### src/core/asd_consts.svh
// asd_consts.svh: opcode patterns, field positions and cycle counts for the decoder
// assumes: included by bare name; definitions only
`ifndef ASD_CONSTS_SVH
`define ASD_CONSTS_SVH
`define ASD_PFX_CS 8'h2e
`define ASD_PFX_SS 8'h36
`define ASD_PFX_DS 8'h3e
`define ASD_PFX_ES 8'h26
`define ASD_BCD_ADD 8'h37
`define ASD_PKD_ADD 8'h27
`define ASD_BCD_SUB 8'h3f
`define ASD_PKD_SUB 8'h2f
`define ASD_OP_ADD_RM 6'h00
`define ASD_OP_ADC_RM 6'h04
`define ASD_OP_SUB_RM 6'h0a
`define ASD_OP_SBB_RM 6'h06
`define ASD_OP_CMP_RM 6'h0e
`define ASD_OP_ADD_AC 7'h02
`define ASD_OP_ADC_AC 7'h0a
`define ASD_OP_SUB_AC 7'h16
`define ASD_OP_SBB_AC 7'h0e
`define ASD_OP_CMP_AC 7'h1e
`define ASD_OP_IMM_GRP 6'h20
`define ASD_OP_GRP3 7'h7b
`define ASD_OP_GRP4 7'h7f
`define ASD_OP_INC_R 5'h08
`define ASD_OP_DEC_R 5'h09
`define ASD_REG_ADD 3'h0
`define ASD_REG_ADC 3'h2
`define ASD_REG_SBB 3'h3
`define ASD_REG_SUB 3'h5
`define ASD_REG_CMP 3'h7
`define ASD_REG_NEG 3'h3
`define ASD_REG_MUL 3'h4
`define ASD_REG_INC 3'h0
`define ASD_REG_DEC 3'h1
`define ASD_MOD_REG 2'h3
`define ASD_CYC_PFX 7'h02
`define ASD_CYC_RR 7'h03
`define ASD_CYC_RM 7'h0a
`define ASD_CYC_IR 7'h04
`define ASD_CYC_IM 7'h10
`define ASD_CYC_AC8 7'h03
`define ASD_CYC_AC16 7'h04
`define ASD_CYC_CMPIM 7'h0a
`define ASD_CYC_INCM 7'h0f
`define ASD_CYC_BCD_ADD 7'h08
`define ASD_CYC_PKD 7'h04
`define ASD_CYC_BCD_SUB 7'h07
`define ASD_CYC_MUL_RB 7'h1a
`define ASD_CYC_MUL_RW 7'h23
`define ASD_CYC_MUL_MB 7'h20
`define ASD_CYC_MUL_MW 7'h29
`define ASD_CYC_MUL_SPAN 7'h02
`define ASD_CYC_NARROW 7'h04
`endif

### src/core/asd_pkg.sv
// asd_pkg.sv: operation and segment types shared by the decoder modules
// assumes: compiled before any module that imports it
package asd_pkg;
    typedef enum logic [3:0] {
        ASD_OP_NONE = 4'h0, ASD_OP_ADD = 4'h1, ASD_OP_ADC = 4'h2, ASD_OP_SUB = 4'h3,
        ASD_OP_SBB = 4'h4, ASD_OP_CMP = 4'h5, ASD_OP_INC = 4'h6, ASD_OP_DEC = 4'h7,
        ASD_OP_NEG = 4'h8, ASD_OP_BCDA = 4'h9, ASD_OP_PKDA = 4'ha, ASD_OP_BCDS = 4'hb,
        ASD_OP_PKDS = 4'hc, ASD_OP_MUL = 4'hd
    } asd_op_t;
    typedef enum logic [2:0] {
        ASD_SEG_NONE = 3'h0, ASD_SEG_CS = 3'h1, ASD_SEG_SS = 3'h2,
        ASD_SEG_DS = 3'h3, ASD_SEG_ES = 3'h4
    } asd_seg_t;
    typedef enum logic [1:0] {
        ASD_ST_IDLE = 2'h0, ASD_ST_NEED_MODRM = 2'h1, ASD_ST_BUSY = 2'h2
    } asd_state_t;
endpackage : asd_pkg

### src/core/asd_dec_if.sv
// asd_dec_if.sv: carrier from the pattern matcher to the sequencing logic
// assumes: both ends run on the same clock
`timescale 1ns/100ps
interface asd_dec_if;
    import asd_pkg::*;
    logic [7:0] opcode;
    logic [7:0] modrm;
    logic known;
    logic needs_modrm;
    logic is_prefix;
    asd_seg_t seg;
    asd_op_t op;
    logic word;
    logic mem;
    logic [6:0] cycles;
    logic [6:0] cycles_max;
    modport matcher (input opcode, input modrm, output known, output needs_modrm,
        output is_prefix, output seg, output op, output word, output mem, output cycles,
        output cycles_max);
    modport user (output opcode, output modrm, input known, input needs_modrm,
        input is_prefix, input seg, input op, input word, input mem, input cycles,
        input cycles_max);
endinterface : asd_dec_if

### src/core/asd_match.sv
// asd_match.sv: combinational opcode and reg-field matcher with cycle lookup
// assumes: opcode and modrm are held stable by the sequencer while it reads
`timescale 1ns/100ps
`include "asd_consts.svh"
module asd_match (
    asd_dec_if.matcher dec,
    input wire logic narrow_bus
);
    import asd_pkg::*;

    // register or memory pick from the mod field
    function automatic logic [6:0] pick(input logic m, input logic [6:0] r,
                                        input logic [6:0] mm);
        pick = m ? mm : r;
    endfunction : pick

    // one flat decode; first byte then reg field when a second byte is needed
    always_comb begin
        logic [2:0] rf;
        logic m;
        logic w;
        rf = dec.modrm[5:3];
        m = (dec.modrm[7:6] != `ASD_MOD_REG);
        w = dec.opcode[0];
        dec.known = 1'b1;
        dec.needs_modrm = 1'b0;
        dec.is_prefix = 1'b0;
        dec.seg = ASD_SEG_NONE;
        dec.op = ASD_OP_NONE;
        dec.word = w;
        dec.mem = 1'b0;
        dec.cycles = `ASD_CYC_RR;
        dec.cycles_max = `ASD_CYC_RR;
        if (dec.opcode == `ASD_PFX_CS || dec.opcode == `ASD_PFX_SS ||
            dec.opcode == `ASD_PFX_DS || dec.opcode == `ASD_PFX_ES) begin
            dec.is_prefix = 1'b1;
            dec.word = 1'b0;
            dec.cycles = `ASD_CYC_PFX;
            unique case (dec.opcode)
                `ASD_PFX_CS: dec.seg = ASD_SEG_CS;
                `ASD_PFX_SS: dec.seg = ASD_SEG_SS;
                `ASD_PFX_DS: dec.seg = ASD_SEG_DS;
                default: dec.seg = ASD_SEG_ES;
            endcase
        end else if (dec.opcode == `ASD_BCD_ADD) begin
            dec.op = ASD_OP_BCDA;
            dec.word = 1'b0;
            dec.cycles = `ASD_CYC_BCD_ADD;
        end else if (dec.opcode == `ASD_PKD_ADD) begin
            dec.op = ASD_OP_PKDA;
            dec.word = 1'b0;
            dec.cycles = `ASD_CYC_PKD;
        end else if (dec.opcode == `ASD_BCD_SUB) begin
            dec.op = ASD_OP_BCDS;
            dec.word = 1'b0;
            dec.cycles = `ASD_CYC_BCD_SUB;
        end else if (dec.opcode == `ASD_PKD_SUB) begin
            dec.op = ASD_OP_PKDS;
            dec.word = 1'b0;
            dec.cycles = `ASD_CYC_PKD;
        end else if (dec.opcode[7:3] == `ASD_OP_INC_R ||
                     dec.opcode[7:3] == `ASD_OP_DEC_R) begin
            dec.op = dec.opcode[3] ? ASD_OP_DEC : ASD_OP_INC;
            dec.word = 1'b1;
            dec.cycles = `ASD_CYC_RR;
        end else if (dec.opcode[7:1] == `ASD_OP_ADD_AC || dec.opcode[7:1] == `ASD_OP_ADC_AC ||
                     dec.opcode[7:1] == `ASD_OP_SUB_AC || dec.opcode[7:1] == `ASD_OP_SBB_AC ||
                     dec.opcode[7:1] == `ASD_OP_CMP_AC) begin
            unique case (dec.opcode[7:1])
                `ASD_OP_ADD_AC: dec.op = ASD_OP_ADD;
                `ASD_OP_ADC_AC: dec.op = ASD_OP_ADC;
                `ASD_OP_SUB_AC: dec.op = ASD_OP_SUB;
                `ASD_OP_SBB_AC: dec.op = ASD_OP_SBB;
                default: dec.op = ASD_OP_CMP;
            endcase
            dec.cycles = w ? `ASD_CYC_AC16 : `ASD_CYC_AC8;
        end else if (dec.opcode[7:2] == `ASD_OP_ADD_RM || dec.opcode[7:2] == `ASD_OP_ADC_RM ||
                     dec.opcode[7:2] == `ASD_OP_SUB_RM || dec.opcode[7:2] == `ASD_OP_SBB_RM ||
                     dec.opcode[7:2] == `ASD_OP_CMP_RM) begin
            dec.needs_modrm = 1'b1;
            dec.mem = m;
            unique case (dec.opcode[7:2])
                `ASD_OP_ADD_RM: dec.op = ASD_OP_ADD;
                `ASD_OP_ADC_RM: dec.op = ASD_OP_ADC;
                `ASD_OP_SUB_RM: dec.op = ASD_OP_SUB;
                `ASD_OP_SBB_RM: dec.op = ASD_OP_SBB;
                default: dec.op = ASD_OP_CMP;
            endcase
            dec.cycles = pick(m, `ASD_CYC_RR, `ASD_CYC_RM);
        end else if (dec.opcode[7:2] == `ASD_OP_IMM_GRP) begin
            dec.needs_modrm = 1'b1;
            dec.mem = m;
            dec.cycles = pick(m, `ASD_CYC_IR, `ASD_CYC_IM);
            unique case (rf)
                `ASD_REG_ADD: dec.op = ASD_OP_ADD;
                `ASD_REG_ADC: dec.op = ASD_OP_ADC;
                `ASD_REG_SBB: dec.op = ASD_OP_SBB;
                `ASD_REG_SUB: dec.op = ASD_OP_SUB;
                `ASD_REG_CMP: begin
                    dec.op = ASD_OP_CMP;
                    dec.cycles = pick(m, `ASD_CYC_RR, `ASD_CYC_CMPIM);
                end
                default: dec.known = 1'b0; // logic ops live elsewhere
            endcase
        end else if (dec.opcode[7:1] == `ASD_OP_GRP3) begin
            dec.needs_modrm = 1'b1;
            dec.mem = m;
            if (rf == `ASD_REG_NEG) begin
                dec.op = ASD_OP_NEG;
                dec.cycles = pick(m, `ASD_CYC_RR, `ASD_CYC_RM);
            end else if (rf == `ASD_REG_MUL) begin
                dec.op = ASD_OP_MUL;
                dec.cycles = m ? (w ? `ASD_CYC_MUL_MW : `ASD_CYC_MUL_MB)
                               : (w ? `ASD_CYC_MUL_RW : `ASD_CYC_MUL_RB);
            end else begin
                dec.known = 1'b0;
            end
        end else if (dec.opcode[7:1] == `ASD_OP_GRP4) begin
            dec.needs_modrm = 1'b1;
            dec.mem = m;
            if (rf == `ASD_REG_INC || rf == `ASD_REG_DEC) begin
                dec.op = (rf == `ASD_REG_DEC) ? ASD_OP_DEC : ASD_OP_INC;
                dec.cycles = pick(m, `ASD_CYC_RR, `ASD_CYC_INCM);
            end else begin
                dec.known = 1'b0;
            end
        end else begin
            dec.known = 1'b0;
        end
        // narrow bus pays extra for word memory traffic, except the plain adjusts
        if (narrow_bus && dec.needs_modrm && m && w) begin
            dec.cycles = 7'(dec.cycles + `ASD_CYC_NARROW);
        end
        dec.cycles_max = (dec.op == ASD_OP_MUL) ? 7'(dec.cycles + `ASD_CYC_MUL_SPAN)
                                                : dec.cycles;
    end
endmodule : asd_match

### src/core/asd_decoder.sv
// asd_decoder.sv: top of the arithmetic and segment-prefix decoder with cycle timing
// assumes: the fetch queue offers one byte per cycle with valid/ready; no bus interface here
`timescale 1ns/100ps
`include "asd_consts.svh"
// Summary of operation
// - four segment prefixes, two clocks each
// - add with carry three forms, timed
// - subtract with borrow three forms, timed
// - sign change group three, three/ten clocks
// - bcd add correction, eight clocks
// - packed add correction, four clocks
// - bcd sub correction, seven clocks
// - packed sub correction, four clocks
// - unsigned multiply, four latency ranges
// - narrow bus word memory adds four
module asd_decoder (
    input wire logic clk,
    input wire logic rst_n,
    input wire logic narrow_bus,
    input wire logic [7:0] q_byte,
    input wire logic q_valid,
    output logic q_ready,
    output logic issue,
    output asd_pkg::asd_op_t issue_op,
    output asd_pkg::asd_seg_t issue_seg,
    output logic issue_word,
    output logic issue_mem,
    output logic [6:0] issue_cycles,
    output logic [6:0] issue_cycles_max,
    output logic bad_opcode,
    output logic busy
);
    import asd_pkg::*;

    asd_dec_if dec ();
    asd_state_t st_q, st_d;
    logic [7:0] op_q, op_d;
    logic [7:0] mrm_q, mrm_d;
    asd_seg_t seg_q, seg_d;
    logic [6:0] cnt_q, cnt_d;
    logic q_ready_q, q_ready_d;
    logic issue_q, issue_d;
    asd_op_t iop_q, iop_d;
    asd_seg_t iseg_q, iseg_d;
    logic iw_q, iw_d, im_q, im_d, bad_q, bad_d, busy_q, busy_d;
    logic [6:0] icyc_q, icyc_d, imax_q, imax_d;
    logic take;

    asd_match u_match (
        .dec(dec.matcher),
        .narrow_bus(narrow_bus)
    );

    // byte is consumed whenever we advertise ready and the queue offers one
    assign take = q_valid && q_ready_q;
    assign dec.opcode = (st_q == ASD_ST_IDLE) ? q_byte : op_q;
    assign dec.modrm = (st_q == ASD_ST_NEED_MODRM) ? q_byte : mrm_q;

    // sequencing: fetch opcode, maybe modrm, then hold for the cycle count
    always_comb begin
        st_d = st_q;
        op_d = op_q;
        mrm_d = mrm_q;
        seg_d = seg_q;
        cnt_d = cnt_q;
        issue_d = 1'b0;
        iop_d = iop_q;
        iseg_d = iseg_q;
        iw_d = iw_q;
        im_d = im_q;
        icyc_d = icyc_q;
        imax_d = imax_q;
        bad_d = 1'b0;
        unique case (st_q)
            ASD_ST_IDLE: begin
                if (take) begin
                    op_d = q_byte;
                    mrm_d = 8'h00;
                    if (dec.is_prefix) begin
                        seg_d = dec.seg;
                        cnt_d = 7'(`ASD_CYC_PFX - 7'h01);
                        st_d = ASD_ST_BUSY;
                    end else if (!dec.known && !dec.needs_modrm) begin
                        bad_d = 1'b1;
                        seg_d = ASD_SEG_NONE;
                    end else if (dec.needs_modrm) begin
                        st_d = ASD_ST_NEED_MODRM;
                    end else begin
                        issue_d = 1'b1;
                    end
                end
            end
            ASD_ST_NEED_MODRM: begin
                if (take) begin
                    mrm_d = q_byte;
                    if (dec.known) begin
                        issue_d = 1'b1;
                    end else begin
                        bad_d = 1'b1;
                        seg_d = ASD_SEG_NONE;
                        st_d = ASD_ST_IDLE;
                    end
                end
            end
            ASD_ST_BUSY: begin
                if (cnt_q <= 7'h01) begin
                    st_d = ASD_ST_IDLE;
                    cnt_d = 7'h00;
                end else begin
                    cnt_d = 7'(cnt_q - 7'h01);
                end
            end
            default: st_d = ASD_ST_IDLE;
        endcase
        // an issue latches the decode and consumes the pending override
        if (issue_d) begin
            iop_d = dec.op;
            iseg_d = seg_q;
            iw_d = dec.word;
            im_d = dec.mem;
            icyc_d = dec.cycles;
            imax_d = dec.cycles_max;
            seg_d = ASD_SEG_NONE;
            cnt_d = 7'(dec.cycles - 7'h01);
            st_d = (dec.cycles > 7'h01) ? ASD_ST_BUSY : ASD_ST_IDLE;
        end
        // ready is registered from the next state so it falls with busy and no byte is taken while busy
        q_ready_d = (st_d != ASD_ST_BUSY);
        busy_d = (st_d == ASD_ST_BUSY);
    end

    // state registers
    always_ff @(posedge clk or negedge rst_n) begin
        if (!rst_n) begin
            st_q <= ASD_ST_IDLE;
            op_q <= 8'h00;
            mrm_q <= 8'h00;
            seg_q <= ASD_SEG_NONE;
            cnt_q <= 7'h00;
            q_ready_q <= 1'b0;
            issue_q <= 1'b0;
            iop_q <= ASD_OP_NONE;
            iseg_q <= ASD_SEG_NONE;
            iw_q <= 1'b0;
            im_q <= 1'b0;
            icyc_q <= 7'h00;
            imax_q <= 7'h00;
            bad_q <= 1'b0;
            busy_q <= 1'b0;
        end else begin
            st_q <= st_d;
            op_q <= op_d;
            mrm_q <= mrm_d;
            seg_q <= seg_d;
            cnt_q <= cnt_d;
            q_ready_q <= q_ready_d;
            issue_q <= issue_d;
            iop_q <= iop_d;
            iseg_q <= iseg_d;
            iw_q <= iw_d;
            im_q <= im_d;
            icyc_q <= icyc_d;
            imax_q <= imax_d;
            bad_q <= bad_d;
            busy_q <= busy_d;
        end
    end

    assign q_ready = q_ready_q;
    assign issue = issue_q;
    assign issue_op = iop_q;
    assign issue_seg = iseg_q;
    assign issue_word = iw_q;
    assign issue_mem = im_q;
    assign issue_cycles = icyc_q;
    assign issue_cycles_max = imax_q;
    assign bad_opcode = bad_q;
    assign busy = busy_q;

    // checks on timing figures carried with each issue, on busy run lengths and on ready while busy
    chk_bcd_add_time: assert property (@(posedge clk) disable iff (!rst_n)
        issue && issue_op == ASD_OP_BCDA |-> issue_cycles == 7'h08)
        else $error("bcd add correction not eight cycles");
    chk_packed_time: assert property (@(posedge clk) disable iff (!rst_n)
        issue && (issue_op == ASD_OP_PKDA || issue_op == ASD_OP_PKDS) |-> issue_cycles == 7'h04)
        else $error("packed correction not four cycles");
    chk_bcd_sub_time: assert property (@(posedge clk) disable iff (!rst_n)
        issue && issue_op == ASD_OP_BCDS |-> issue_cycles == 7'h07)
        else $error("bcd sub correction not seven cycles");
    chk_mul_span: assert property (@(posedge clk) disable iff (!rst_n)
        issue && issue_op == ASD_OP_MUL |-> issue_cycles_max == 7'(issue_cycles + 7'h02)
        && issue_cycles >= 7'h1a)
        else $error("multiply latency span wrong");
    chk_prefix_hold: assert property (@(posedge clk) disable iff (!rst_n)
        $rose(busy) && !$past(issue_d) && !issue |-> busy [*1] ##1 !busy)
        else $error("prefix did not take two cycles");
    chk_busy_length: assert property (@(posedge clk) disable iff (!rst_n)
        issue && issue_op == ASD_OP_ADC && !issue_mem && issue_cycles == 7'h03
        |-> busy [*2] ##1 !busy)
        else $error("register add with carry not three cycles");
    chk_sbb_mem: assert property (@(posedge clk) disable iff (!rst_n)
        issue && issue_op == ASD_OP_SBB && issue_mem && !narrow_bus
        |-> issue_cycles == 7'h0a || issue_cycles == 7'h10)
        else $error("memory subtract with borrow cycle count wrong");
    chk_neg_time: assert property (@(posedge clk) disable iff (!rst_n)
        issue && issue_op == ASD_OP_NEG && !issue_mem |-> issue_cycles == 7'h03)
        else $error("register sign change not three cycles");
    chk_no_take_busy: assert property (@(posedge clk) disable iff (!rst_n)
        busy |-> !q_ready)
        else $error("byte accepted while busy");
    chk_narrow_word: assert property (@(posedge clk) disable iff (!rst_n)
        issue && issue_op == ASD_OP_ADD && issue_mem && issue_word && narrow_bus
        && $stable(narrow_bus) |-> issue_cycles == 7'h0e || issue_cycles == 7'h14)
        else $error("narrow bus word memory add not extended");
    chk_cmp_imm_reg: assert property (@(posedge clk) disable iff (!rst_n)
        issue && issue_op == ASD_OP_CMP && !issue_mem |-> issue_cycles <= 7'h04)
        else $error("register compare over four cycles");
    chk_incdec_time: assert property (@(posedge clk) disable iff (!rst_n)
        issue && (issue_op == ASD_OP_INC || issue_op == ASD_OP_DEC) && !issue_mem
        |-> issue_cycles == 7'h03)
        else $error("register increment or decrement not three cycles");
endmodule : asd_decoder

### config.mk
export PLATFORM = sky130hd
export DESIGN_NAME = asd_decoder
export DESIGN_NICKNAME = d
export VERILOG_FILES = /design/src/core/asd_pkg.sv /design/src/core/asd_dec_if.sv /design/src/core/asd_match.sv /design/src/core/asd_decoder.sv
export VERILOG_INCLUDE_DIRS = /design/src /design/src/core
export SDC_FILE = /design/constraint.sdc
export NUM_CORES = 1
export LEC_CHECK = 0
export BUFFER_PORTS_ARGS = -buffer_cell sky130_fd_sc_hd__buf_2
export CORE_MARGIN = 4
export CORE_UTILIZATION = 40
export CTS_CLUSTER_SIZE = 20
export DETAILED_ROUTE_END_ITERATION = 10
export HOLD_SLACK_MARGIN = 0.15
export SLEW_MARGIN = 15
export SYNTH_ARGS = -nofsm -noshare
export SYNTH_HDL_FRONTEND = slang
export SYNTH_SLANG_ARGS = --single-unit
### constraint.sdc
create_clock -name clk -period 4.5 [get_ports clk]
set_input_delay 0.225 -clock clk [delete_from_list [all_inputs] [get_ports clk]]
set_output_delay 0.225 -clock clk [all_outputs]
set_load 0.005 [all_outputs]
======== After elaboration in Yosys (flattened, before gate mapping) ========
Cells that the tools add are included.
operators by class
  equal/unequal tests ..................... 41
  reduce and logical (&&, ||, !) cells .... 31
  multiplexer cells ....................... 129
  $add $sub $neg .......................... 4
  magnitude comparators ................... 2
operators with widths
  kind                 number
  $mux 7               22
  $mux 4               17
  $eq 8x6->1 const B   8
  $mux 1               57
  $mux 8               4
  $mux 3               8
  $pmux 3 s4           2
  $mux 2               9
  $pmux 8 s2           1
  $pmux 3 s5           1
  $eq 7x4->1 const B   2
  $eq 7x5->1 const B   2
  $eq 7x7->1 const B   2
  $pmux 7 s2           1
  $sub 7x1->7 const B  2
  $logic_or 1x1->1     13
  $eq 6x3->1 const B   2
  $eq 6x4->1 const B   2
  $ne 3x3->1 const B   4
  $eq 5x4->1 const B   2
  $eq 3x3->1 const B   3
  $pmux 3 s3           1
  $ne 2x2->1 const B   4
  $add 7x2->7 const B  1
  27 further kinds     37
storage, ports and cells
  register bits ........................... 55
  output and inout port bits .............. 27
  bits of input ports ..................... 12

======== Longest topological paths before layout ========
Gate-level depths: netlist (run 1).
  word-level depth ........................ 24
  mapped depth ............................ 15
  mapped depth without buffers ............ 13

======== Modules after synthesis ========
Synthesis (run 1) repeated with hierarchy kept, for this count alone.
unflattened totals
  cell total of the unflattened synthesis .. 410
  area total of the unflattened synthesis .. 3641.0 um2
by module, submodules not included
  module       cells each  instances  seq. area each (um2)  area an instance (um2)
  asd_decoder  260         1          1376.3                2647.5
  asd_match    150         1          0.0                   993.5

======== Least setup slack after synthesis (run 1) ========
Ideal clock, no wire load.
  kind .................................... reg-to-reg
  from .................................... reg st_q[0]
  to ...................................... reg imax_q[5], in the netlist issue_cycles_max[5]
  setup time .............................. 0.142 ns
  period minus slack after synthesis ...... 3.719 ns
  required time ........................... 4.358 ns
  path slack .............................. 0.781 ns
  cell stages (with the launch flop) ...... 16
  arrival ................................. 3.577 ns
  cells stage by stage .................... dfrtp_1 -> buf_6 -> nor2_2 -> buf_2 -> mux2_2 -> inv_1 -> ha_1 -> o21a_1 -> o221ai_1 -> a21o_1 -> ha_1 -> nand3_1 -> a2111o_1 -> o2111a_1 -> o311ai_0 -> o211ai_1
between the ends
  word-level cells in the longest chain between the ends .. 22
RTL lines
  element                                                          line                RTL
  start, declared                                                  asd_decoder.sv:36   asd_state_t st_q, st_d;
  start signal, assigned                                           asd_decoder.sv:151  st_q <= st_d;
  parallel branches: the longest is 22 deep, another holds $mux 8  --
  end signal, assigned                                             asd_decoder.sv:163  imax_q <= imax_d;
  end, declared                                                    asd_decoder.sv:46   logic [6:0] icyc_q, icyc_d, imax_q, imax_d;
Several ways; the timed one is not identified.
A chain may end at the register's enable or synchronous reset.

======== Worst setup path after layout (run 1) ========
  from .................................... reg st_q[1]
  to ...................................... reg imax_q[5], in the netlist issue_cycles_max[5]
The elaborated chain is that of the path after synthesis.

==> impl.org, run 1 <==
** Hold path
- Hold crit path type :: in -> reg

** Global route
- Across every metal layer, demand over resource in global routing totals 0.195.
- Entering global routing, the biggest net connects 52 pins.
- Wire length of the first global-routing pass :: 17.3 mm
- After global routing, the most crowded layer is met2.
- For this run the aggregate overflow at the end of global routing stands at 0.
- The initial antenna violation count was 0.
- Via count of the first global-routing pass :: 3258
- Met1 Resource Use GR :: 0.283
- In the global route stage, met2 resource usage came out at 0.307.
- For met3 alone, demand over resource in global routing was 0.0292.

** Synth
- Async set-reset flop share out of synthesis :: 1.00
- Synthesis handed over a netlist of 412 instances.
- dfrtp_1 takes more of the synthesized area than any other cell.
- Counting flops with a built-in enable in the synthesized netlist gives 0.
- Measured against the total synthesized area, the mux share comes to 0.0692.
- Dividing the synthesized area by the synthesized cell count gives 8.87 µm².
- Of the total synthesized cell area, the portion taken by AND, OR, NAND and NOR gates is 0.238.
- For this run, the register share of the synthesized area comes to 0.349.
- Yosys printed 0 warnings.
- Of the post-synthesis cell area, the dominant cell type holds 0.349.
- The synthesized netlist occupies a cell area of 3650 µm².
- Post-Synth Adder-Cell Area :: 0.0342
- Synth Net Count :: 434
- Main area contributors after synthesis :: dfrtp_1 (35%), nand2_1 (6.8%), o21ai_0 (3.8%), mux2_2 (3.7%), ha_1 (3.4%)
- Number of distinct library cells after synthesis :: 78
- In the synthesized netlist the dominant register cell turns out to be dfrtp_1.
- Post-Synth XOR/XNOR Area :: 0.0120
- In this run, synthesis produced a sequential element count of 51.
- Main combinational cell family by area after synthesis :: compound AO/OA/AOI/OAI gates
- Compound-Gate Fraction of Synth Area :: 0.249

** Final layout
- Of the cells placed in the final design, the portion with a size suffix greater than 1 is 0.203.
- Footprint of the flip-flops and latches :: 1280 µm²
- The net count of the finished layout is 469.
- Layout overhead on the synthesized area :: 11.0%
- The top cell types in the final layout, fill and taps aside, are nand2_1 (66), dfrtp_1 (51), buf_2 (38).
- Number of antenna cells inserted :: 0
- Final design instance area without fill :: 4060 µm²
- Fill cells in the final layout number 850.
- Most common cell after layout, fill and taps aside :: nand2_1
- At the end of the flow the core is filled with cells to 0.461.
- Final Instance Count excl. Fillers :: 556
- Summing all multi-input logic gate instances after layout gives 2200 µm².

** STA
- Setup Total Neg Slack :: 0 ps
- Post-route setup slack :: 328 ps
- The final hold violation count is 0.
- The worst pin sits at a relative slew slack of 0.503.
- The final-report max-slew violation count came to 0.
- Static timing analysis puts the maximum clock frequency at 0.240 GHz.
- For the finished layout, the period the worst path requires is 4170 ps.
- The clock arrives with 6.36 ps of skew.
- Least-Margin Pin Slew :: 743 ps
- Setup repair after global routing left no endpoint under its margin.
- Final count of negative-setup-slack endpoints :: 0
- In the finished design, the share of the clock period the worst path needs comes to 0.927.
- Final worst hold slack :: 197 ps

** Setup path
- Kind of end point of the critical path :: flop
- Worst endpoint required time :: 4690 ps
- In this design, the stage delay of the slowest critical-path cell is 590 ps.
- Critical path peak fanout :: 17
- Among all stages on the critical path, the largest delay is contributed by mux2i_1.
- Among cell families on the critical path, the largest total delay comes from compound AO/OA/AOI/OAI gates.
- Category of the critical setup timing path :: reg -> reg
- Cell chain of the critical path :: nor2_2 > mux2i_1 > and3_1 > a21oi_1 > o221ai_1 > a21o_1 > ha_1 > nand3_1 > a2111o_1 > o2111a_1 > o311ai_0 > o211ai_1
- Data arrives at the worst endpoint at 4360 ps.
- Critical path launch point type :: flop
- The critical path contains buffers and inverters numbering 0 combined.

** Floorplan
- The die is 104 µm wide.
- Floorplan die area :: 10700 µm²
- Vertical die dimension :: 104 µm
- In this run the core area contains 34 standard-cell rows.
- Effective utilization at floorplan :: 0.415
- For this design the top-level I/O count stands at 39.
- Area of the core region :: 8810 µm²

** Run status
- The flow ran to the end, and the final reports show no timing, DRC or antenna violations.

** Power and ir drop
- Of the total power, the share spent switching nets is 0.453.
- The internal power of the cells totals 1.32 mW.
- Of the total power, registers draw 0.308.
- Peak supply drop :: 0.000229 V
- Areal power density over the cells :: 594 nW/µm²
- Summing internal, switching and leakage power gives 2.41 mW.
- Logic gate share of total power :: 0.528
- Leakage :: 1.81 nW
- Summed over all nets, the switching power comes to 1.09 mW.
- The share of total power dissipated in the clock network is 0.164.

** Place
- During placement, the flow inserted port buffers numbering 38.
- OpenSTA, run right after detailed placement, puts the worst setup slack at 413 ps.
- Weighted congestion at the end of routability-driven global placement :: 0.969
- Summing all placed instances gives a cell area of 3910 µm².
- The wire-length estimate of the detail-placed layout is 7.69 mm.
- Placed Cells incl. Taps :: 547

** Clocking
- TritonCTS created 5 clock buffers.
- Clock latency on the worst-skew pair :: 320 ps
- CTS H-Tree Depth :: 2
- Clock transition at path regs :: 100 ps
- For this design, the sink count on the clock tree is 51.
- Post-CTS repair changed the size of 0 cells.
- The root buffer cell chosen for the clock tree is clkbuf_8.
- In this run the deepest clock path goes through 2 buffers.
- TritonCTS built the clock tree.

** Routing
- Number of violations reported at the end of detailed-routing iteration 0 :: 308
- In the routed design, unresolved DRC markers number 0.
- In the final routed layout, each cell accounts on average for 18.7 µm.
- The routed design has 10.4 mm of wire.
- First drt pass iteration count :: 5
- Via Count :: 3394
- Dividing the detail-routed via count by the number of cells gives 6.10.
- The count of nets left with antenna violations once routing finished came out at 0.

** Job
- Max capacitance violation total :: 0
## kinds of logic after synthesis
| group | after synthesis |
|---|---|
| AOI/OAI and AO/OA | 122 |
| xor gates and xnor gates | 5 |
| adders and majority gates | 10 |
| buffers and inverters | 31 |
| DFF | 51 |
| muxes | 22 |
| and+or+nand+nor | 171 |
## per-layer routing
layer  vias to the layer above  share of wire
met5                         -              0
met3                        10          0.049
li1                       1610              -
met1                      1659           0.48
met2                       115           0.46
met4                         0         0.0081
## sequential cells by signal (all words and copies together), names as in the netlist, 2 cells and up
name / count
op_q: 8
cnt_q: 7
issue_cycles: 7
issue_cycles_max: 6
mrm_q: 5
issue_op: 4
issue_seg: 3
seg_q: 3
st_q: 2
## path summary, 6_finish.rpt
path	from	end	slack [ps]	depth (start not counted)
max in group asynchronous	rst_n	busy	3490	3
hold reg to reg	issue_cycles[6]	issue_cycles[6]	470	2
setup reg to reg	st_q[1]	issue_cycles_max[5]	330	12
min in group asynchronous	rst_n	op_q[4]	540	3
setup / recovery	st_q[1]	issue_cycles_max[5]	330	12
hold / removal	q_byte[0]	op_q[0]	200	2
## Yosys cell counts (all sizes together), types with 9 or more instances
| library cell | number |
|---|---|
| nand3 | 24 |
| ha | 10 |
| a21oi | 15 |
| nor3 | 9 |
| nand2 | 66 |
| nor2 | 25 |
| dfrtp | 51 |
| mux2 | 14 |
| inv | 12 |
| o21ai | 31 |
| o211ai | 10 |
| buf | 16 |
## final cells by class
class,count,share of cell area
clock inverter,3,0.0176
multi-input combinational,330,0.542
sequential,51,0.315
clock buffer,5,0.0170
timing repair buffer,47,0.0642
inverter,12,0.0111
tap,108,0.0333
## worst register-to-register path, stage by stage (launching register included)
cell and delay (ps):
dfrtp_1 490, nor2_2 570, mux2i_1 590, and3_1 350, a21oi_1 100, o221ai_1 340
a21o_1 170, ha_1 140, nand3_1 150, a2111o_1 410, o2111a_1 230, o311ai_0 360
o211ai_1 130
## power groups by stage
stage | combinational, mW | clock (mW) | sequential (mW)
2_1_floorplan | 0.940 | 0 | 0.718
3_3_place_gp | 1.25 | 0 | 0.748
3_5_place_dp | 1.25 | 0 | 0.748
4_1_cts | 1.26 | 0.407 | 0.740
5_1_grt | 1.41 | 0.425 | 0.765
6_report | 1.27 | 0.395 | 0.743
## timing repair
| item | 4_1_cts | 5_1_grt |
|---|---|---|
| hold buffers | 1 | 0 |
| setup buffers | 0 | 0 |
| hold endpoints to repair | 51 | 0 |
Note: power is estimated with default switching activity, not from simulation.
==> run 2, diff against run 1 <==
- SYNTH_HIERARCHICAL: not set -> 1
==> run 2 against run 1 <==
Die area shrank 3.7%. Sequential share of layout area grew 1.0 points. Maximum frequency fell by 1.8%. Total power is 66% lower. Cell count shrank 1.3%. Core utilization is 1.7 points higher. First-iteration DRC count fell by 36%. Critical path depth increased by 1. Clock power fell by 13%. Critical path type unchanged. Critical endpoint is now q_ready. Largest power group is now registers.
==> impl.org, run 2 <==
** Global route
- The initial antenna violation count came to 0 (unchanged).
- The number of global-route vias before repair was 2987 (-8.3%).
- Wire length of the first global-routing pass :: 15.1 mm (-13%)
- Total overflow reported by the global router :: 0 (unchanged)
- The largest net degree at the start of global routing came to 53 (+1.9%).
- The overall track demand over capacity in global routing was 0.181 (-0.0141).

** Final layout
- The number of inserted filler cells in the final layout came to 827 (-2.7%).
- The post-route standard cell area excluding fillers was 4000 µm² (-1.3%).
- Layout overhead on the synthesized area :: 14.2%
- The final core area utilization came to 0.478 (+0.0169).
- Flip-flop count of the largest register, all copies and words added :: 8 (unchanged)
- The area taken by flip-flops and latches came to 1300 µm² (+2.0%).
- The multi-input combinational cell area was 2040 µm² (-7.3%).
- The layout net count came to 461 (-1.7%).
- Fraction of layout cells with a size suffix above 1 :: 0.259 (+0.0559)
- Ranked by flip-flop count, first place goes to op_q.
- Most common cell after layout, fill and taps aside :: nand2_1
- Leading cell types in the layout, fill and taps excluded :: nand2_1 (79), dfrtp_1 (52), buf_2 (38)
- The filler-free cell count of the finished design was 549 (-1.3%).
- Number of antenna cells inserted :: 0 (unchanged)

** Clocking
- The clock net sink count is 52 (+2.0%).
- The number of levels the H-tree was split into is 2 (unchanged).
- Maximum clock insertion buffer count :: 2 (unchanged)
- CTS placed an instance of clkbuf_8 at the clock tree root.
- The number of CTS-inserted buffers is 5 (unchanged).
- The clock latency of the later-clocked register in the worst-skew pair came to 310 ps (about the same).
- TritonCTS built the clock tree.
- Clock transition at path regs :: 100 ps (about the same)

** Job
- Max capacitance violation total :: 0 (unchanged)

** Routing
- Detailed-route wire length per cell :: 16.5 µm (-12%)
- The remaining routing DRC violations is 0 (unchanged).
- The detailed router's first-iteration violation count was 198 (-36%).
- The first-pass iteration count of the detailed router was 5 (unchanged).
- The total wire length after detailed routing came to 9.05 mm (-13%).
- Via Count :: 3073 (-9.5%)
- Avg Vias per Cell :: 5.60 (-8.3%)
- The number of nets with antenna violations after routing is 0 (unchanged).

** Floorplan
- The core outline area was 8380 µm² (-4.8%).
- The row count is 33 (-2.9%).
- The die extent in x was 102 µm (-1.9%).
- The initial cell density of the core is 0.418 (+0.00338).
- The vertical extent of the die was 102 µm (-1.9%).
- The number of primary I/O pins is 39 (unchanged).
- The overall die area was 10300 µm² (-3.7%).

** Synth
- Cell Area, Synth :: 3510 µm² (-4.0%)
- Yosys warning count :: 6 (+6)
- The post-synthesis average cell area came to 8.74 µm² (-1.4%).
- The post-synthesis instance total came to 401 (-2.7%).

** Place
- Detailed Place HPWL :: 6.67 mm (-13%)
- The routability congestion estimate was 0.976 (+0.63%).
- Dpl cell area :: 3840 µm² (-1.6%)
- The placed cell count is 539 (-1.5%).
- The quantity of I/O buffers inserted on ports came to 38 (unchanged).

** Setup path
- The slowest stage of the critical path belongs to the cell or4b_1.
- The data arrival time of the worst path was 4500 ps (+140 ps).
- Longest individual stage delay on the worst path :: 650 ps (+60 ps)
- STA classifies the critical path endpoint as a flop.
- Traced cell by cell, the critical path runs through nor2_4 > mux2_2 > or4b_1 > a211oi_2 > a211oi_1 > o31ai_4 > ha_1 > and4_1 > o21ai_0 > xor2_1 > or4_1 > o31ai_2 > and3_2.
- Category of the critical setup timing path :: reg -> reg
- Critical path launch point type :: flop
- The required time reported for the critical path endpoint came to 4760 ps (+70 ps).
- The largest driver fanout on the critical path was 8 (-9).

** STA
- The count of final setup violators came to 0 (unchanged).
- Unrepaired setup endpoints after global routing :: no
- The final cycle utilization of the critical path is 0.944 (+0.0168).
- Fin. max-slew vios :: 0 (unchanged)
- The final period demand of the worst path is 4250 ps (+75.7 ps).
- The final total negative setup slack came to 0 ps (unchanged).
- Fin Clk Skew :: 9.50 ps (+3.14 ps)
- Max Clk Rate :: 0.235 GHz (-1.8%)
- The pin slew with the least headroom to its limit is 741 ps (-2.19 ps).
- The final hold violation count came to 0 (unchanged).
- Worst max-slew margin expressed relative to the limit :: 0.503 (+0.000602)

** Power and ir drop
- The worst supply voltage drop on vdd is 0.000118 V (-48%).
- The standby leakage power is 1.90 nW (+4.7%).
- Areal power density over the cells :: 208 nW/µm² (-65%)

** Run status
- Result of the run :: finished clean

** Hold path
- Hold crit path type :: in -> reg
-- run 2: where the power goes --
group	leakage [nW]	switching [mW]	internal, mW	total (mW)
Clock	0.0600	0.175	0.169	0.344
Sequential	0.675	0	0.467	0.467
Combinational	1.16	0.0141	0.00559	0.0197
-- run 2: area by class of cell --
type / count / area share
clock buffers: 5 / 0.0172
clock inverters: 3 / 0.0116
inverters: 13 / 0.0122
multi-input cells: 310 / 0.509
flip-flops and latches: 52 / 0.325
well taps: 105 / 0.0328
repair buffers: 61 / 0.0919
-- run 2: what timing repair did --
| action | 4_1_cts | 5_1_grt |
|---|---|---|
| endpoints found under the hold margin | 53 | 0 |
| hold buffers | 2 | 0 |
| setup buffers | 0 | 0 |
| resized for setup | 1 | 4 |
| setup endpoints to repair | 1 | 3 |
-- run 2: per-stage QoR --
stage          hold slack, ps  total power, mW  setup slack [ps]
2_1_floorplan           -70.6            0.479              75.4
3_3_place_gp              389            0.495              95.6
3_5_place_dp              397            0.495              34.5
4_1_cts                   153            0.844               101
5_1_grt                   155            0.863              6.99
6_report                  164            0.831               252
-- run 2: critical path, delay by kind of cell (launching register included) --
kind / cells / cell delay [ps]
mux: 1 / 390
compound gates: 5 / 1110
simple gates: 5 / 1880
flops: 1 / 420
fa+ha+maj: 1 / 170
xor+xnor: 1 / 200
-- run 2: worst paths after layout --
kind                                  from               to  slack, ps  depth (start not counted)
min in group asynchronous            rst_n     issue_seg[1]        560                          3
hold reg to reg            issue_cycles[2]  issue_cycles[2]        480                          2
setup / recovery                   st_q[1]          q_ready        250                         13
hold / removal                   q_byte[1]          op_q[1]        160                          2
max in group asynchronous            rst_n      issue_op[0]       3510                          3
setup reg to reg                   st_q[1]          q_ready        250                         13
-- run 2: per-layer routing --
layer,track usage,routed length (µm)
met5,0,0
met3,0.0296,431
met4,0.0399,97
met1,0.260,4290
met2,0.285,4230
==> run 3, diff against run 2 <==
- clock period: 4.5 -> 3.59 ns (I/O delays scaled with it)
==> run 3 against run 2 <==
The run now ends with setup timing left. Clock skew down 2.1 ps. Design area increased by 20%. Cell count is 13% higher. Largest power group unchanged. Via count increased by 7.5%. Wire length is 13% higher. Sequential share of layout area shrank 5.3 points. Core utilization rose by 9.3 points. Count of clock-buffer cells in the layout rose by 1.
==> impl.org, run 3 (synthesis gave the netlist of run 2 again) <==
** Routing
- The total wire length after detailed routing is 10.2 mm (+13%).
- The number of nets with antenna violations after routing came to 0 (unchanged).
- The first-pass iteration count of the detailed router was 4 (-1).
- The post-detailed-route via-to-cell ratio is 5.35 (-4.5%).
- The detailed router's first-iteration violation count came to 131 (-34%).
- DR DRC count :: 0 (unchanged)
- The average wire per cell in the routed design came to 16.5 µm (about the same).
- The routed via count came to 3304 (+7.5%).

** Clocking
- The buffer levels on the longest clock path was 2 (unchanged).
- Clock transition at path regs :: 100 ps (about the same)
- Sinks on Clock Net :: 52 (unchanged)
- Root buffer cell :: clkbuf_8
- The number of levels the H-tree was split into came to 2 (unchanged).
- The number of CTS-inserted buffers came to 5 (unchanged).
- TritonCTS built the clock tree.
- The clock latency of the later-clocked register in the worst-skew pair is 320 ps (about the same).

** Final layout
- The layout net count is 530 (+15%).
- The top cell types in the final layout, fill and taps aside, are buf_4 (80), nand2_1 (77), dfrtp_1 (52).
- Final design instance area without fill :: 4790 µm² (+20%)
- Layout overhead on the synthesized area :: 36.5%
- The filler-free cell count of the finished design is 618 (+13%).
- Counting flops per register, the top entry is op_q.
- Fraction of layout cells with a size suffix above 1 :: 0.407 (+0.148)
- Most common cell after layout, fill and taps aside :: buf_4
- The final core area utilization is 0.571 (+0.0934).
- Number of antenna cells inserted :: 0 (unchanged)
- Flip-flop count of the largest register, all copies and words added :: 8 (unchanged)

** STA
- Worst max-slew margin expressed relative to the limit :: 0.511 (+0.00763)
- The final-report max-slew violation count came to 0 (unchanged).
- The final worst setup slack was -171 ps (-424 ps).
- The worst clock skew on the final layout came to 7.37 ps (-2.13 ps).
- Final critical-path share of the clock period :: 1.05 (+0.104)
- Final hold violation count :: 0 (unchanged)
- The top achievable clock speed was 0.266 GHz (+13%).
- Minimum clock period :: 3760 ps (-486 ps)
- Setup repair after global routing could not meet its margin everywhere.
- The count of final setup violators is 6 (+6).
- Least-Margin Pin Slew :: 730 ps (-11.4 ps)

** Global route
- The largest net degree at the start of global routing came to 53 (unchanged).
- The overall track demand over capacity in global routing was 0.202 (+0.0211).
- Via count of the first global-routing pass :: 3292 (+10%)
- Total overflow reported by the global router :: 0 (unchanged)
- Wire length of the first global-routing pass :: 16.6 mm (+9.6%)
- The initial antenna violation count came to 0 (unchanged).

** Place
- Pre-CTS worst setup slack :: -246 ps (-280 ps)
- The instance area after placement came to 4360 µm² (+13%).
- Input/output buffers :: 38 (unchanged)
- The placed cell count came to 595 (+10%).
- Detailed Place HPWL :: 7.76 mm (+16%)
- The routability congestion estimate is 0.911 (-6.6%).

** Setup path
- The maximum cell stage delay along the critical path is 570 ps (-80 ps).
- The data arrival time of the worst path was 4020 ps (-480 ps).
- Reg2Reg Setup Slack :: -170 ps (-420 ps)
- End of the worst register-to-register path :: q_ready
- Cell chain of the critical path :: nor2_4 > mux2_4 > or4b_4 > nor4b_4 > a211oi_2 > o31ai_4 > ha_4 > and4_1 > o21ai_2 > xor2_2 > or4_4 > o31ai_4 > and3_4
- The startpoint identified for the worst register-to-register timing path is st_q[0].
- The worst setup path is captured at a flop.
- Category of the critical setup timing path :: reg -> reg
- Cell count of the worst reg-to-reg path :: 13 (unchanged)
- The largest driver fanout on the critical path was 7 (-1).
- Critical path's most frequent cell :: o31ai_4
- Worst endpoint required time :: 3850 ps (-910 ps)
- Highest-delay cell along the critical path :: or4b_4
- STA classifies the critical path startpoint as a flop.

** Power and ir drop
- The total power per unit cell area came to 220 nW/µm² (+6.0%).
- The standby leakage power was 2.28 nW (+20%).
- Peak supply drop :: 0.000142 V (+20%)

** Hold path
- Launch point of the worst hold path :: q_byte[7]
- Hold Crit Depth :: 2 (unchanged)
- Hold crit path type :: in -> reg
- For hold timing, the worst endpoint is mrm_q[7].

** Floorplan
- The row count is 33 (unchanged).
- Vertical die dimension :: 102 µm (unchanged)
- Number of top-level design ports :: 39 (unchanged)
- The core outline area was 8380 µm² (unchanged).
- Horizontal die dimension :: 102 µm (unchanged)
- The initial cell density of the core is 0.418 (unchanged).
- The overall die area came to 10300 µm² (unchanged).

** Run status
- Result of the run :: finished, violations left
- The final reports fail on setup timing.

** Job
- The max-cap check violation count came to 0 (unchanged).
==> run 3: changes by cell type in the layout (fill, tap and decap cells not counted), sizes merged <==
cell,change
buf,+64
inv,-1
clkbuf,+1
dlygate4sd3,+5
==> run 3: routing by layer <==
metal,global-route usage,share of wire
met1,0.268,0.46
met2,0.348,0.49
met3,0.0234,0.028
met4,0.0532,0.020
met5,0,0
==> run 3: worst max path at each step <==
stage / start / end / slack, ps / cells after the start
after global routing: st_q[0] / st_q[1] / -340 / 13
after CTS: st_q[1] / q_ready / -190 / 13
after global placement: st_q[0] / busy / -220 / 13
after detailed placement: st_q[0] / busy / -250 / 13
final: st_q[0] / q_ready / -170 / 13
after floorplan: st_q[0] / q_ready / -360 / 16
==> run 3: where the power goes <==
part / total (mW) / switching [mW] / internal [mW]
Sequential: 0.585 / 0 / 0.585
Combinational: 0.0300 / 0.0194 / 0.0106
Clock: 0.438 / 0.210 / 0.228
Total: 1.05 / 0.229 / 0.824
==> run 3: repair_timing <==
item / CTS / global route
setup endpoints to repair: 10 / 32
endpoints found under the hold margin: 58 / 0
pin swaps: 4 / 6
setup buffers: 5 / 3
resized for setup: 19 / 16
hold buffers: 7 / 0
==> run 3: worst max-delay path: cells and delay by family (launching register included) <==
family                     cells  cell delay [ps]
and+or+nand+nor                6             1920
AOI/OAI and AO/OA              4              690
DFF                            1              420
muxes                          1              350
xor gates and xnor gates       1              170
adders and majority gates      1              160
==> run 3: layout make-up <==
cell class	count	area, µm²
clock buffers	6	82.6
clock inverters	2	38.8
fillers	779	3600
inverters	13	48.8
multi-input cells	310	2260
flip-flops and latches	52	1300
well taps	105	131
repair buffers	130	926
==> run 3: metrics by stage <==
stage	hold slack (ps)	setup TNS [ps]	total power, mW
after CTS	162	-941	1.07
after floorplan	-116	-1450	0.600
final	154	-780	1.05
after global routing	165	-2040	1.09
after global placement	339	-861	0.621
after detailed placement	347	-1210	0.621
